$ cat src/core/sbcs_pkg.sv
// Constants and carrier types for the system bus control and status block
//
// Functional notes
// - Mask setting 1 holds the bus request output inactive.
// - Count clocks awaiting bus-available; on expiry assert bus request.
// - Wait count 1..31 means N clocks; 0 means 32, the default.
// - Grant polygon DMA N times per root-bus request; 0 means 16.
// - Burst field: 1 gives 128 bytes, 2 gives 256, 0 gives 1024.
// - Burst ends early when the polygon FIFO fills.
// - No FIFO space pauses texture DMA; with space it bursts full length.
// - Free-space register reports FIFO space in 32-byte units, 0 to 8.
// - Main width bit picks 64-bit (0) or 32-bit (1) direct texture writes.
// - Mirror width bit does the same for the mirror area.
// - FIFO status bits read 1 when the FIFO or request is not empty.
// - Writing the reset key starts a whole-system reset.
// - Any other value written to the reset register is ignored.
// - Eight-bit read-only revision in the low bits of the revision register.
// - Split bit 31: 0 single write burst, 1 single write split.
// - Normal status bits 21..0 are sticky, write-one-to-clear, reset to 0.
// - Bit 31 ORs pending errors, bit 30 ORs external; writes ignored.
// - Bit 19 texture DMA end, 20 sorted DMA end, 5..0 video events.
// - External status reads four external request lines directly.
package sbcs_pkg;
    localparam int unsigned AW = 32;
    localparam int unsigned DW = 32;
    localparam int unsigned NRM_W = 22;
    localparam int unsigned EXT_W = 4;
    localparam int unsigned ERR_W = 32;
    localparam int unsigned FFST_W = 6;
    localparam int unsigned WAIT_W = 5;
    localparam int unsigned PRIO_W = 4;
    localparam int unsigned BURST_W = 2;
    localparam int unsigned FREE_W = 4;
    localparam int unsigned REV_W = 8;
    localparam int unsigned BEAT_W = 6;
    localparam int unsigned ERR_OR_BIT = 31;
    localparam int unsigned EXT_OR_BIT = 30;
    localparam int unsigned SPLIT_BIT = 31;
    // Register byte addresses
    localparam logic [AW-1:0] OFS_REQ_MASK = 32'h005F6840;
    localparam logic [AW-1:0] OFS_WAIT = 32'h005F6844;
    localparam logic [AW-1:0] OFS_PRIO = 32'h005F6848;
    localparam logic [AW-1:0] OFS_BURST = 32'h005F684C;
    localparam logic [AW-1:0] OFS_FREE = 32'h005F6880;
    localparam logic [AW-1:0] OFS_WMAIN = 32'h005F6884;
    localparam logic [AW-1:0] OFS_WMIRR = 32'h005F6888;
    localparam logic [AW-1:0] OFS_FFST = 32'h005F688C;
    localparam logic [AW-1:0] OFS_SWRST = 32'h005F6890;
    localparam logic [AW-1:0] OFS_REV = 32'h005F689C;
    localparam logic [AW-1:0] OFS_SPLIT = 32'h005F68A0;
    localparam logic [AW-1:0] OFS_NRM = 32'h005F6900;
    localparam logic [AW-1:0] OFS_EXT = 32'h005F6904;
    // Reset values and keys
    localparam logic [WAIT_W-1:0] WAIT_RST = 5'h00;
    localparam logic [PRIO_W-1:0] PRIO_RST = 4'h0;
    localparam logic [BURST_W-1:0] BURST_RST = 2'h1;
    localparam logic [NRM_W-1:0] NRM_RST = 22'h000000;
    localparam logic [DW-1:0] SWRST_KEY = 32'h00007611;
    // A zero field stands for one past its largest value
    localparam logic [WAIT_W:0] WAIT_ZERO_CNT = 6'h20;
    localparam logic [PRIO_W:0] PRIO_ZERO_CNT = 5'h10;
    // Burst sizes in 32-byte FIFO units
    localparam logic [BURST_W-1:0] BURST_SEL_1K = 2'h0;
    localparam logic [BURST_W-1:0] BURST_SEL_256 = 2'h2;
    localparam logic [BEAT_W-1:0] BEATS_128 = 6'h04;
    localparam logic [BEAT_W-1:0] BEATS_256 = 6'h08;
    localparam logic [BEAT_W-1:0] BEATS_1K = 6'h20;
    localparam logic [FREE_W-1:0] FREE_NONE = 4'h0;
    // Direct texture areas, top byte of the address
    localparam logic [7:0] AREA_MAIN = 8'h11;
    localparam logic [7:0] AREA_MIRR = 8'h13;

    typedef struct packed {
        logic wr;
        logic rd;
        logic [AW-1:0] addr;
        logic [DW-1:0] wdata;
    } sbcs_req_t;

    typedef struct packed {
        logic [ERR_W-1:0] err;
        logic [EXT_W-1:0] ext;
        logic [NRM_W-1:0] nrm;
    } sbcs_irq_t;

    typedef enum logic {
        SBCS_IDLE,
        SBCS_BURST
    } sbcs_burst_t;
endpackage

$ cat src/core/sbcs_top.sv
// System bus control and status registers with request, arbitration and burst logic
`timescale 1ns/1ps
module sbcs_top
    import sbcs_pkg::*;
#(
    // Arbitrary value
    parameter logic [REV_W-1:0] REVISION = 8'h01
) (
    // Clock, reset, enable
    input wire logic ref_clk_i,
    input wire logic rst_i,
    input wire logic ce_i,
    // Register port
    input wire sbcs_req_t req_i,
    output logic [DW-1:0] rdata_o,
    // Direct transfer bus request
    input wire logic ddt_pending_i,
    input wire logic bus_available_in_n_i,
    output logic bus_request_out_n_o,
    // Polygon input unit arbitration
    input wire logic poly_req_i,
    input wire logic root_req_i,
    output logic poly_grant_o,
    output logic root_grant_o,
    // Texture path DMA bursts
    input wire logic tex_dma_busy_i,
    input wire logic [FREE_W-1:0] fifo_free_i,
    output logic tex_beat_o,
    output logic tex_burst_end_o,
    // Texture write width
    input wire logic [AW-1:0] tex_wr_addr_i,
    output logic texture_write_width_main_o,
    output logic texture_write_width_mirror_o,
    output logic tex_wr_32bit_o,
    // FIFO status, reset, split
    input wire logic [FFST_W-1:0] fifo_not_empty_i,
    output logic sys_reset_o,
    output logic root_bus_split_o,
    // Interrupt sources
    input wire sbcs_irq_t irq_i
);
    // -----------------------------------------
    // Register storage
    // -----------------------------------------
    logic req_mask;
    logic [WAIT_W-1:0] wait_cfg;
    logic [PRIO_W-1:0] prio_cfg;
    logic [BURST_W-1:0] burst_cfg;
    logic [NRM_W-1:0] nrm;
    logic [NRM_W-1:0] next_nrm;
    logic [DW-1:0] nrm_word;
    logic [DW-1:0] next_rdata;
    logic key_hit;
    logic nrm_wr;

    function automatic logic hit(input logic [AW-1:0] ofs);
        hit = req_i.addr == ofs;
    endfunction

    assign key_hit = req_i.wr && hit(OFS_SWRST) && req_i.wdata == SWRST_KEY;
    assign nrm_wr = req_i.wr && hit(OFS_NRM);

    always_ff @(posedge ref_clk_i) begin
        if (rst_i) begin
            req_mask <= 1'b0;
            wait_cfg <= WAIT_RST;
            prio_cfg <= PRIO_RST;
            burst_cfg <= BURST_RST;
            texture_write_width_main_o <= 1'b0;
            texture_write_width_mirror_o <= 1'b0;
            root_bus_split_o <= 1'b0;
        end else if (ce_i && req_i.wr) begin
            if (hit(OFS_REQ_MASK)) begin
                req_mask <= req_i.wdata[0];
            end
            if (hit(OFS_WAIT)) begin
                wait_cfg <= req_i.wdata[WAIT_W-1:0];
            end
            if (hit(OFS_PRIO)) begin
                prio_cfg <= req_i.wdata[PRIO_W-1:0];
            end
            // Taken as written even mid-transfer; software keeps it still then
            if (hit(OFS_BURST)) begin
                burst_cfg <= req_i.wdata[BURST_W-1:0];
            end
            if (hit(OFS_WMAIN)) begin
                texture_write_width_main_o <= req_i.wdata[0];
            end
            if (hit(OFS_WMIRR)) begin
                texture_write_width_mirror_o <= req_i.wdata[0];
            end
            if (hit(OFS_SPLIT)) begin
                root_bus_split_o <= req_i.wdata[SPLIT_BIT];
            end
        end
    end

    // -----------------------------------------
    // Keyed software reset
    // -----------------------------------------
    always_ff @(posedge ref_clk_i) begin
        if (rst_i) begin
            sys_reset_o <= 1'b0;
        end else if (ce_i) begin
            sys_reset_o <= key_hit;
        end
    end

    // -----------------------------------------
    // Normal interrupt status
    // -----------------------------------------
    // A new event in the clearing cycle survives the clear
    always_comb begin
        next_nrm = nrm;
        if (nrm_wr) begin
            next_nrm = nrm & ~req_i.wdata[NRM_W-1:0];
        end
        next_nrm = next_nrm | irq_i.nrm;
    end

    always_ff @(posedge ref_clk_i) begin
        if (rst_i) begin
            nrm <= NRM_RST;
        end else if (ce_i) begin
            nrm <= next_nrm;
        end
    end

    always_comb begin
        nrm_word = '0;
        nrm_word[NRM_W-1:0] = nrm;
        nrm_word[ERR_OR_BIT] = |irq_i.err;
        nrm_word[EXT_OR_BIT] = |irq_i.ext;
    end

    // -----------------------------------------
    // Read path
    // -----------------------------------------
    always_comb begin
        next_rdata = '0;
        case (req_i.addr)
            OFS_REQ_MASK: next_rdata[0] = req_mask;
            OFS_WAIT: next_rdata[WAIT_W-1:0] = wait_cfg;
            OFS_PRIO: next_rdata[PRIO_W-1:0] = prio_cfg;
            OFS_BURST: next_rdata[BURST_W-1:0] = burst_cfg;
            OFS_FREE: next_rdata[FREE_W-1:0] = fifo_free_i;
            OFS_WMAIN: next_rdata[0] = texture_write_width_main_o;
            OFS_WMIRR: next_rdata[0] = texture_write_width_mirror_o;
            OFS_FFST: next_rdata[FFST_W-1:0] = fifo_not_empty_i;
            OFS_REV: next_rdata[REV_W-1:0] = REVISION;
            OFS_SPLIT: next_rdata[SPLIT_BIT] = root_bus_split_o;
            OFS_NRM: next_rdata = nrm_word;
            OFS_EXT: next_rdata[EXT_W-1:0] = irq_i.ext;
            default: next_rdata = '0;
        endcase
    end

    always_ff @(posedge ref_clk_i) begin
        if (rst_i) begin
            rdata_o <= '0;
        end else if (ce_i && req_i.rd) begin
            rdata_o <= next_rdata;
        end
    end

    // -----------------------------------------
    // Direct transfer bus request
    // -----------------------------------------
    logic [WAIT_W:0] wait_cnt;
    logic [WAIT_W:0] wait_lim;
    logic req_due;
    logic waiting;

    assign wait_lim = (wait_cfg == WAIT_RST) ? WAIT_ZERO_CNT : {1'b0, wait_cfg};
    assign waiting = ddt_pending_i && bus_available_in_n_i;

    always_ff @(posedge ref_clk_i) begin
        if (rst_i) begin
            wait_cnt <= '0;
            req_due <= 1'b0;
        end else if (ce_i) begin
            if (!waiting) begin
                wait_cnt <= '0;
                req_due <= 1'b0;
            end else if (wait_cnt + 6'h01 >= wait_lim) begin
                req_due <= 1'b1;
            end else begin
                wait_cnt <= wait_cnt + 6'h01;
            end
        end
    end

    // Masking stretches direct transfers a long way
    assign bus_request_out_n_o = !(req_due && !req_mask);

    // -----------------------------------------
    // Polygon path arbitration
    // -----------------------------------------
    logic [PRIO_W:0] poly_cnt;
    logic [PRIO_W:0] prio_lim;
    logic root_turn;

    assign prio_lim = (prio_cfg == PRIO_RST) ? PRIO_ZERO_CNT : {1'b0, prio_cfg};
    assign root_turn = root_req_i && (poly_cnt >= prio_lim || !poly_req_i);
    assign root_grant_o = ce_i && root_turn;
    assign poly_grant_o = ce_i && poly_req_i && !root_turn;

    always_ff @(posedge ref_clk_i) begin
        if (rst_i) begin
            poly_cnt <= '0;
        end else if (root_grant_o) begin
            poly_cnt <= '0;
        end else if (poly_grant_o && poly_cnt < prio_lim) begin
            poly_cnt <= poly_cnt + 5'h01;
        end
    end

    // -----------------------------------------
    // Texture path DMA bursts
    // -----------------------------------------
    sbcs_burst_t bstate;
    logic [BEAT_W-1:0] beat_cnt;
    logic [BEAT_W-1:0] beat_lim;
    logic fifo_full;
    logic last_beat;

    always_comb begin
        case (burst_cfg)
            BURST_SEL_1K: beat_lim = BEATS_1K;
            BURST_SEL_256: beat_lim = BEATS_256;
            // The forbidden code falls back to the shortest burst
            default: beat_lim = BEATS_128;
        endcase
    end

    assign fifo_full = fifo_free_i == FREE_NONE;
    assign tex_beat_o = ce_i && bstate == SBCS_BURST && !fifo_full;
    assign last_beat = beat_cnt + 6'h01 >= beat_lim;

    always_ff @(posedge ref_clk_i) begin
        if (rst_i) begin
            bstate <= SBCS_IDLE;
            beat_cnt <= '0;
            tex_burst_end_o <= 1'b0;
        end else if (ce_i) begin
            tex_burst_end_o <= 1'b0;
            case (bstate)
                SBCS_IDLE: begin
                    beat_cnt <= '0;
                    if (tex_dma_busy_i && !fifo_full) begin
                        bstate <= SBCS_BURST;
                    end
                end
                SBCS_BURST: begin
                    if (!tex_dma_busy_i || fifo_full) begin
                        bstate <= SBCS_IDLE;
                        tex_burst_end_o <= 1'b1;
                    end else if (last_beat) begin
                        bstate <= SBCS_IDLE;
                        tex_burst_end_o <= 1'b1;
                    end else begin
                        beat_cnt <= beat_cnt + 6'h01;
                    end
                end
                default: bstate <= SBCS_IDLE;
            endcase
        end
    end

    // -----------------------------------------
    // Texture write width select
    // -----------------------------------------
    always_comb begin
        case (tex_wr_addr_i[AW-1:AW-8])
            AREA_MAIN: tex_wr_32bit_o = texture_write_width_main_o;
            AREA_MIRR: tex_wr_32bit_o = texture_write_width_mirror_o;
            default: tex_wr_32bit_o = 1'b0;
        endcase
    end

    // -----------------------------------------
    // Checks
    // -----------------------------------------
    property p_mask;
        @(posedge ref_clk_i) disable iff (rst_i)
        req_mask |-> bus_request_out_n_o;
    endproperty
    a_mask: assert property (p_mask) else $error("request not masked");

    property p_wait;
        @(posedge ref_clk_i) disable iff (rst_i)
        (ce_i && waiting && !req_mask && !(req_i.wr && req_i.addr == OFS_REQ_MASK)
            && wait_cnt + 6'h01 >= wait_lim) |=> !bus_request_out_n_o;
    endproperty
    a_wait: assert property (p_wait) else $error("request late");

    property p_early;
        @(posedge ref_clk_i) disable iff (rst_i)
        $fell(bus_request_out_n_o) |-> $past(wait_cnt) + 6'h01 >= $past(wait_lim);
    endproperty
    a_early: assert property (p_early) else $error("request early");

    property p_arb;
        @(posedge ref_clk_i) disable iff (rst_i)
        (root_grant_o && poly_req_i) |-> poly_cnt >= prio_lim && !poly_grant_o;
    endproperty
    a_arb: assert property (p_arb) else $error("root granted early");

    property p_blen;
        @(posedge ref_clk_i) disable iff (rst_i)
        bstate == SBCS_BURST |-> beat_cnt < beat_lim;
    endproperty
    a_blen: assert property (p_blen) else $error("burst too long");

    property p_full;
        @(posedge ref_clk_i) disable iff (rst_i)
        (ce_i && bstate == SBCS_BURST && fifo_full) |=> bstate == SBCS_IDLE && tex_burst_end_o;
    endproperty
    a_full: assert property (p_full) else $error("burst not ended");

    property p_pause;
        @(posedge ref_clk_i) disable iff (rst_i)
        (ce_i && bstate == SBCS_IDLE && fifo_full) |=> bstate == SBCS_IDLE && !tex_beat_o;
    endproperty
    a_pause: assert property (p_pause) else $error("beat without space");

    property p_free;
        @(posedge ref_clk_i) disable iff (rst_i)
        (ce_i && req_i.rd && req_i.addr == OFS_FREE) |=> rdata_o[FREE_W-1:0] == $past(fifo_free_i);
    endproperty
    a_free: assert property (p_free) else $error("free space wrong");

    property p_key;
        @(posedge ref_clk_i) disable iff (rst_i)
        sys_reset_o |-> $past(key_hit) && $past(ce_i);
    endproperty
    a_key: assert property (p_key) else $error("reset without key");

    property p_set;
        @(posedge ref_clk_i) disable iff (rst_i)
        (ce_i && |irq_i.nrm) |=> (nrm & $past(irq_i.nrm)) == $past(irq_i.nrm);
    endproperty
    a_set: assert property (p_set) else $error("event lost");

    property p_keep;
        @(posedge ref_clk_i) disable iff (rst_i)
        (ce_i && nrm_wr) |=> (nrm & ~$past(req_i.wdata[NRM_W-1:0]))
            == (($past(nrm) | $past(irq_i.nrm)) & ~$past(req_i.wdata[NRM_W-1:0]));
    endproperty
    a_keep: assert property (p_keep) else $error("zero write changed bit");
endmodule

$ cat config.mk
export PLATFORM = sky130hd
export DESIGN_NAME = sbcs_top
export DESIGN_NICKNAME = d
export VERILOG_FILES = /design/src/core/sbcs_pkg.sv /design/src/core/sbcs_top.sv
export SDC_FILE = /design/constraint.sdc
export NUM_CORES = 1
export LEC_CHECK = 0
export ABC_AREA = 1
export ABC_CLOCK_PERIOD_IN_PS = 2700
export BUFFER_PORTS_ARGS = -buffer_cell sky130_fd_sc_hd__buf_4
export CORE_UTILIZATION = 40
export DETAILED_ROUTE_END_ITERATION = 10
export PLACE_DENSITY = 0.7
export SYNTH_ARGS = -nofsm -noshare
export SYNTH_HDL_FRONTEND = slang
export SYNTH_SLANG_ARGS = --single-unit
$ cat constraint.sdc
create_clock -name ref_clk_i -period 2.7 [get_ports ref_clk_i]
set_input_delay 0.54 -clock ref_clk_i [delete_from_list [all_inputs] [get_ports ref_clk_i]]
set_output_delay 0.54 -clock ref_clk_i [all_outputs]
set_load 0.005 [all_outputs]
==> flow_metrics.py, run 1 <==
metrics = {
    "outcome": {
        "status": "finished, violations left",
        "violations": "DRC",
    },
    "drt": {
        "route.met2.wl_microns": 6650,
        "drt_wl_total_microns": 13900,
        "top_layer_used": "met4",
        "first_pass_iters": 7,
        "wl_met3_microns": 1020,
        "detail_route.vias_per_cell": 4.98,
        "drt_iter0_drc": 167,
        "route.vias.total": 5046,
        "drtAntennaViolNets": 0,
        "drt-met1-wl_microns": 6000,
        "drc": 12,
        "wl_per_cell_microns": 13.7,
    },
    "critical_path": {
        "startpoint": "prio_cfg[0]",
        "critPathLaunchType": "flip-flop",
        "crit_arrival_ns": 1.92,
        "cp_slowest_stage_delay_ns": 0.34,
        "path_cells": "nor2_1 > nand3_1 > ha_1 > a21oi_1 > o21ai_0 > nor2_1 > nand2_1 > nand3_1 > inv_1 > buf_4",
        "cpMaxStageDelayCell": "dfxtp_1",
        "r2r-start": "wait_cnt[0]",
        "cp_max_fo": 4,
        "required_ns": 2.16,
        "worstSetupPathType": "reg2out",
        "end_kind": "output port",
    },
    "hold_path": {
        "holdCritPathClass": "in2reg",
        "min_from": "req_i[31]",
    },
    "final_layout": {
        "nets": 1057,
        "n_fill_cell": 1180,
        "drive_gt1_share_pct": 28.2,
        "final_common_cell": "buf_4",
        "diodes": 0,
        "syn_to_final_growth_pct": 35.8,
        "layout_common_cells": "buf_4 (188), nand2_1 (152), dfxtp_1 (82)",
    },
    "timing": {
        "slew_headroom_pct": 63.2,
        "max_freq_mhz": 407,
        "setup_tns_ns": 0,
        "setup_slack_ns": 0.241,
        "skew_ns": 0.00856,
        "setup_viol": 0,
        "fin_crit_sh_pct": 91.1,
        "tightest_slew_ns": 0.549,
        "final_max_slew_viol_count": 0,
        "rsz0062_at_grt": "false",
        "final-hold-violation-count": 0,
        "fin_crit_ns": 2.46,
    },
    "clock_tree": {
        "root_buffer": "clkbuf_16",
        "tritoncts": "done",
        "cts_buffers": 9,
        "insertion_delay_ns": 0.34,
        "cts_hold_buf": 0,
        "cts.sinks": 82,
        "clk_pin_slew_ns": 0.06,
        "cts_post_setup_buffers_inserted": 0,
        "htreeDepth": 3,
        "clock_path_buffers": 2,
    },
    "floorplanning": {
        "core_area_sq_mm": 0.0115,
        "ios": 216,
        "std_cell_rows": 39,
        "start_util_pct": 41.3,
        "die-area_sq_mm": 0.0123,
        "dieHeight_microns": 111,
        "die_x_microns": 111,
    },
    "global_route": {
        "grt_use_total_pct": 22.9,
        "grt_overflow": 0,
        "antenna_found_initial": 0,
        "grt_pass1_vias": 4821,
        "grt_pass1_wl_microns": 22600,
        "grt_start_max_net_pins": 41,
    },
    "pwr": {
        "p_leak_nw": 2.98,
        "ir_drop_mv": 0.329,
        "p_per_area_mw_per_mm2": 444,
    },
    "synthesis": {
        "synth_flop_cell": "dfxtp_1",
        "yosysSeqAreaShare_pct": 34.6,
        "synth-edff-count": 0,
        "yosys_warnings": 0,
        "netlist_area_sq_mm": 0.00475,
        "avgSynthCellArea_sq_um": 6.85,
        "syn_inst": 694,
        "ys_ff_latch": 82,
        "async_flop_share_pct": 0,
        "synth.distinct_cells": 46,
    },
    "placed_design": {
        "hpwlAfterDp_microns": 10900,
        "pre_cts_slack_ns": 0.351,
        "io_buffers": 183,
        "gp_congestion": 0.847,
    },
    "job": {
        "drv_cap": 0,
    },
}
-- layer usage --
layer,GRT usage (%),vias to the layer above
met5,0,-
met4,6.39,0
met3,7.11,17
met2,40.2,146
met1,26.8,2260
li1,-,2623
-- cell usage after synthesis (2+ instances only) --
library cell / count / share of area, %
nor3_1: 8 / 0.84
o21ai_1: 5 / 0.53
nor2_1: 69 / 5.5
and3_1: 2 / 0.26
nand2_4: 2 / 0.47
buf_4: 10 / 1.6
o21ai_0: 40 / 4.2
xor2_1: 7 / 1.3
nor2_2: 5 / 0.66
nand2_2: 7 / 0.92
o22ai_1: 2 / 0.26
clkbuf_1: 19 / 1.5
dfxtp_1: 82 / 35
ha_1: 18 / 4.7
nor4_1: 9 / 1.2
and2_1: 2 / 0.26
buf_6: 6 / 1.4
inv_1: 59 / 4.7
o21ai_2: 11 / 2.0
nor4b_1: 2 / 0.37
o211ai_1: 3 / 0.47
a31oi_1: 4 / 0.53
nor2_4: 3 / 0.71
nand3b_1: 3 / 0.47
nand3_1: 52 / 5.5
inv_2: 7 / 0.55
a21oi_1: 75 / 7.9
nand2_1: 152 / 12
and2_0: 2 / 0.26
nand4_1: 12 / 1.6
-- worst max-delay path: cells and delay by family, from the launching register on --
family | cells | cell delay, ns
adders and majority gates | 1 | 0.29
buffers and inverters | 2 | 0.18
DFF | 1 | 0.34
and+or+nand+nor | 5 | 0.53
AOI/OAI and AO/OA | 2 | 0.23
-- where the power goes --
| part | switching, mW | internal (mW) |
|---|---|---|
| clock | 0.531 | 0.641 |
| sequential | 0.0296 | 1.26 |
| combinational | 0.187 | 0.222 |
-- cell families (layout without fill, tap and decap cells) --
group / Yosys count / in the layout / share of synthesized area (%)
AOI/OAI and AO/OA: 148 / 148 / 17.4
xor gates and xnor gates: 8 / 8 / 1.47
adders and majority gates: 18 / 18 / 4.74
buffers and inverters: 103 / 272 / 9.90
DFF: 82 / 82 / 34.6
other: 1 / 8 / 0.0789
and+or+nand+nor: 334 / 334 / 31.8
-- stage by stage --
step                      hold WS [ns]  utilization, %  area [sq um]  total power, mW  cells
after floorplan                  0.434               -          4780             1.47    701
after global placement           0.448            53.6          6170             1.72    997
after detailed placement         0.450            53.6          6170             1.72    997
after CTS                        0.450            56.0          6450             2.89   1013
after global routing             0.458            56.0          6450             2.99   1013
final                            0.453            56.0          6450             2.87   1013
-- sequential cells by signal, summed over array words and instances (netlist names) --
register,count
req_due,1
burst_cfg,2
texture_write_width_mirror_o,1
wait_cnt,6
rdata_o,24
root_bus_split_o,1
texture_write_width_main_o,1
wait_cfg,5
beat_cnt,6
bstate,1
tex_burst_end_o,1
sys_reset_o,1
poly_cnt,5
prio_cfg,4
nrm,22
req_mask,1
-- cell type report --
cell class / count / area (sq um) / share of cell area [%]
Clock inverter: 7 / 58.8 / 0.911
Inverter: 67 / 251 / 3.90
Multi-Input combinational cell: 516 / 2670 / 41.3
Tap cell: 143 / 179 / 2.77
Clock buffer: 9 / 225 / 3.49
Sequential cell: 82 / 1640 / 25.4
Timing Repair Buffer: 189 / 1430 / 22.2
-- path summary, 6_finish.rpt --
path | slack, ns | to | cells after the start
max | 0.24 | root_grant_o | 10
min | 0.45 | root_bus_split_o | 3
max reg2reg | 0.34 | wait_cnt[2] | 11
min reg2reg | 0.46 | nrm[7] | 2
-- timing repair --
item	in CTS	in global routing
hold endpoints to repair	0	0
resized for setup	0	1
setup endpoints to repair	0	1
Power figures use the tool's default switching activity.
==> run 2: changes to the inputs <==
Settings changed: BUFFER_PORTS_ARGS -buffer_cell sky130_fd_sc_hd__buf_4 to unset, CORE_UTILIZATION 40 to 61, DONT_BUFFER_PORTS set to 1, PLACE_DENSITY 0.7 to 0.77.
==> run 2 against run 1 <==
The run now ends clean; cell count shrank 23%; register-to-register slack lost 0.05 ns; count of clock-buffer cells in the layout is the same; first-iteration DRC count grew 95%; die area shrank 34%; via count shrank 10%; worst setup slack lost 0.027 ns; worst hold slack lost 0.22 ns; flip-flop and latch count is the same; critical path type unchanged.
==> flow_metrics.py, run 2 (synthesis gave the netlist of run 1 again) <==
metrics = {
    "critical_path": {
        "end_kind": "output port",
        "path_cells": "nor2_1 > nand3_1 > ha_1 > nand2_1 > nor2_1 > a21boi_0 > nand2_1 > nand3_1 > inv_1",
        "r2r-start": "wait_cnt[0]",
        "worstSetupPathType": "reg2out",
        "crit_arrival_ns": 1.95,
        "cp_max_fo": 4,
        "critPathLaunchType": "flip-flop",
        "required_ns": 2.16,
        "startpoint": "prio_cfg[0]",
        "cp_slowest_stage_delay_ns": 0.36,
        "cpMaxStageDelayCell": "dfxtp_1",
    },
    "pwr": {
        "pwr-share-seq_pct": 54.1,
        "p_sw_uw": 633,
        "power_frac_comb_pct": 7.3,
        "intPower_mw": 1.75,
        "total_power_mw": 2.39,
        "ir_drop_mv": 0.484,
        "p_per_area_mw_per_mm2": 486,
        "p_clk_share_pct": 38.6,
        "p_sw_share_pct": 26.5,
        "p_leak_nw": 2.03,
    },
    "floorplanning": {
        "std_cell_rows": 31,
        "start_util_pct": 64.1,
        "die_x_microns": 90.3,
        "ios": 216,
        "core_area_sq_mm": 0.00741,
        "dieHeight_microns": 90.3,
        "die-area_sq_mm": 0.00815,
    },
    "final_layout": {
        "regMostFlops": "rdata_o",
        "layout_common_cells": "nand2_1 (152), dfxtp_1 (82), a21oi_1 (75)",
        "largest_reg_flops": 24,
        "syn_to_final_growth_pct": 3.45,
        "top_regs": "rdata_o: 24 flops, nrm: 22 flops",
        "diodes": 0,
        "final_util_pct": 66.3,
        "n_fill_cell": 681,
        "final_common_cell": "nand2_1",
        "fin_cells": 784,
        "nets": 872,
        "drive_gt1_share_pct": 8.91,
    },
    "placed_design": {
        "dpl.cell_count": 768,
        "gp_congestion": 0.936,
        "hpwlAfterDp_microns": 9520,
        "io_buffers": 0,
    },
    "hold_path": {
        "min_from": "rst_i",
        "holdCritPathClass": "in2reg",
    },
    "timing": {
        "max_freq_mhz": 402,
        "final-hold-violation-count": 0,
        "tightest_slew_ns": 0.553,
        "fin_crit_ns": 2.49,
        "skew_ns": 0.00661,
        "whs_ns": 0.233,
        "fin_crit_sh_pct": 92.1,
        "rsz0062_at_grt": "false",
        "final_max_slew_viol_count": 0,
        "setup_viol": 0,
        "slew_headroom_pct": 62.9,
        "setup_tns_ns": 0,
    },
    "global_route": {
        "grt_pass1_wl_microns": 20400,
        "grt_overflow": 0,
        "grt_start_max_net_pins": 44,
        "grt_use_total_pct": 31.2,
        "grt_pass1_vias": 4314,
        "antenna_found_initial": 0,
    },
    "drt": {
        "drt_iter0_drc": 325,
        "route.vias.total": 4529,
        "first_pass_iters": 5,
        "detail_route.vias_per_cell": 5.78,
        "drc": 0,
        "wl_per_cell_microns": 16.1,
        "drt_wl_total_microns": 12600,
        "drtAntennaViolNets": 0,
    },
    "clock_tree": {
        "root_buffer": "clkbuf_8",
        "clk_pin_slew_ns": 0.09,
        "cts.sinks": 82,
        "insertion_delay_ns": 0.36,
        "tritoncts": "done",
        "htreeDepth": 3,
        "cts_hold_buf": 0,
        "clock_path_buffers": 2,
        "cts_buffers": 9,
        "cts_post_setup_buffers_inserted": 0,
    },
    "job": {
        "drv_cap": 0,
    },
    "outcome": {
        "status": "complete, no violations",
    },
}
run 2: cell count changes in the layout (fill, tap and decap cells not counted), moves of 2 or more:
| cell | before | now |
|---|---|---|
| clkbuf_16 | 9 | 0 |
| buf_4 | 188 | 4 |
| inv_6 | 4 | 2 |
| clkbuf_8 | 0 | 9 |
run 2: final cells by class:
cell class | instances | area, sq um | area share, %
clock buffer | 9 | 124 | 2.52
clock inverter | 7 | 76.3 | 1.55
inverter | 67 | 251 | 5.12
multi-input combinational | 516 | 2670 | 54.3
sequential | 82 | 1640 | 33.4
tap | 99 | 124 | 2.52
timing repair buffer | 4 | 30.0 | 0.611
run 2: final timing paths:
check | to | slack (ns) | depth (start not counted)
max | root_grant_o | 0.21 | 9
min | nrm[18] | 0.23 | 1
max reg2reg | wait_cnt[5] | 0.29 | 11
min reg2reg | nrm[1] | 0.45 | 2
run 2: critical path: cells and delay by family (launching register included):
kind                       cells  cell delay [ns]
AOI/OAI and AO/OA              1             0.27
DFF                            1             0.36
adders and majority gates      1             0.29
buffers and inverters          1             0.07
and+or+nand+nor                6             0.61
run 2: what timing repair did:
item	CTS	global route
endpoints found under the setup margin	0	1
hold endpoints to repair	0	0
gates resized for setup	0	1
run 2: power by group through the flow:
stage                     Clock [mW]  Sequential, mW  Combinational [mW]
final                          0.921            1.29               0.175
after global routing           0.983            1.30               0.200
after CTS                      0.934            1.29               0.174
after detailed placement           0            1.32               0.173
after global placement             0            1.32               0.166
after floorplan                    0            1.31               0.162
run 2: metal layers:
layer	share of wire, %	track usage [%]	vias to the layer above
li1	-	-	2250
met1	39	35.1	2071
met2	50	56.2	180
met3	7.9	8.75	28
met4	2.7	11.2	0
met5	0	0	-
run 2: stage by stage:
| stage | setup slack [ns] | instance area (sq um) |
|---|---|---|
| global placement | 0.384 | 4710 |
| global route | 0.0998 | 4910 |
| finish | 0.214 | 4910 |
| detailed placement | 0.302 | 4710 |
| CTS | 0.192 | 4910 |
| floorplan | 0.623 | 4780 |
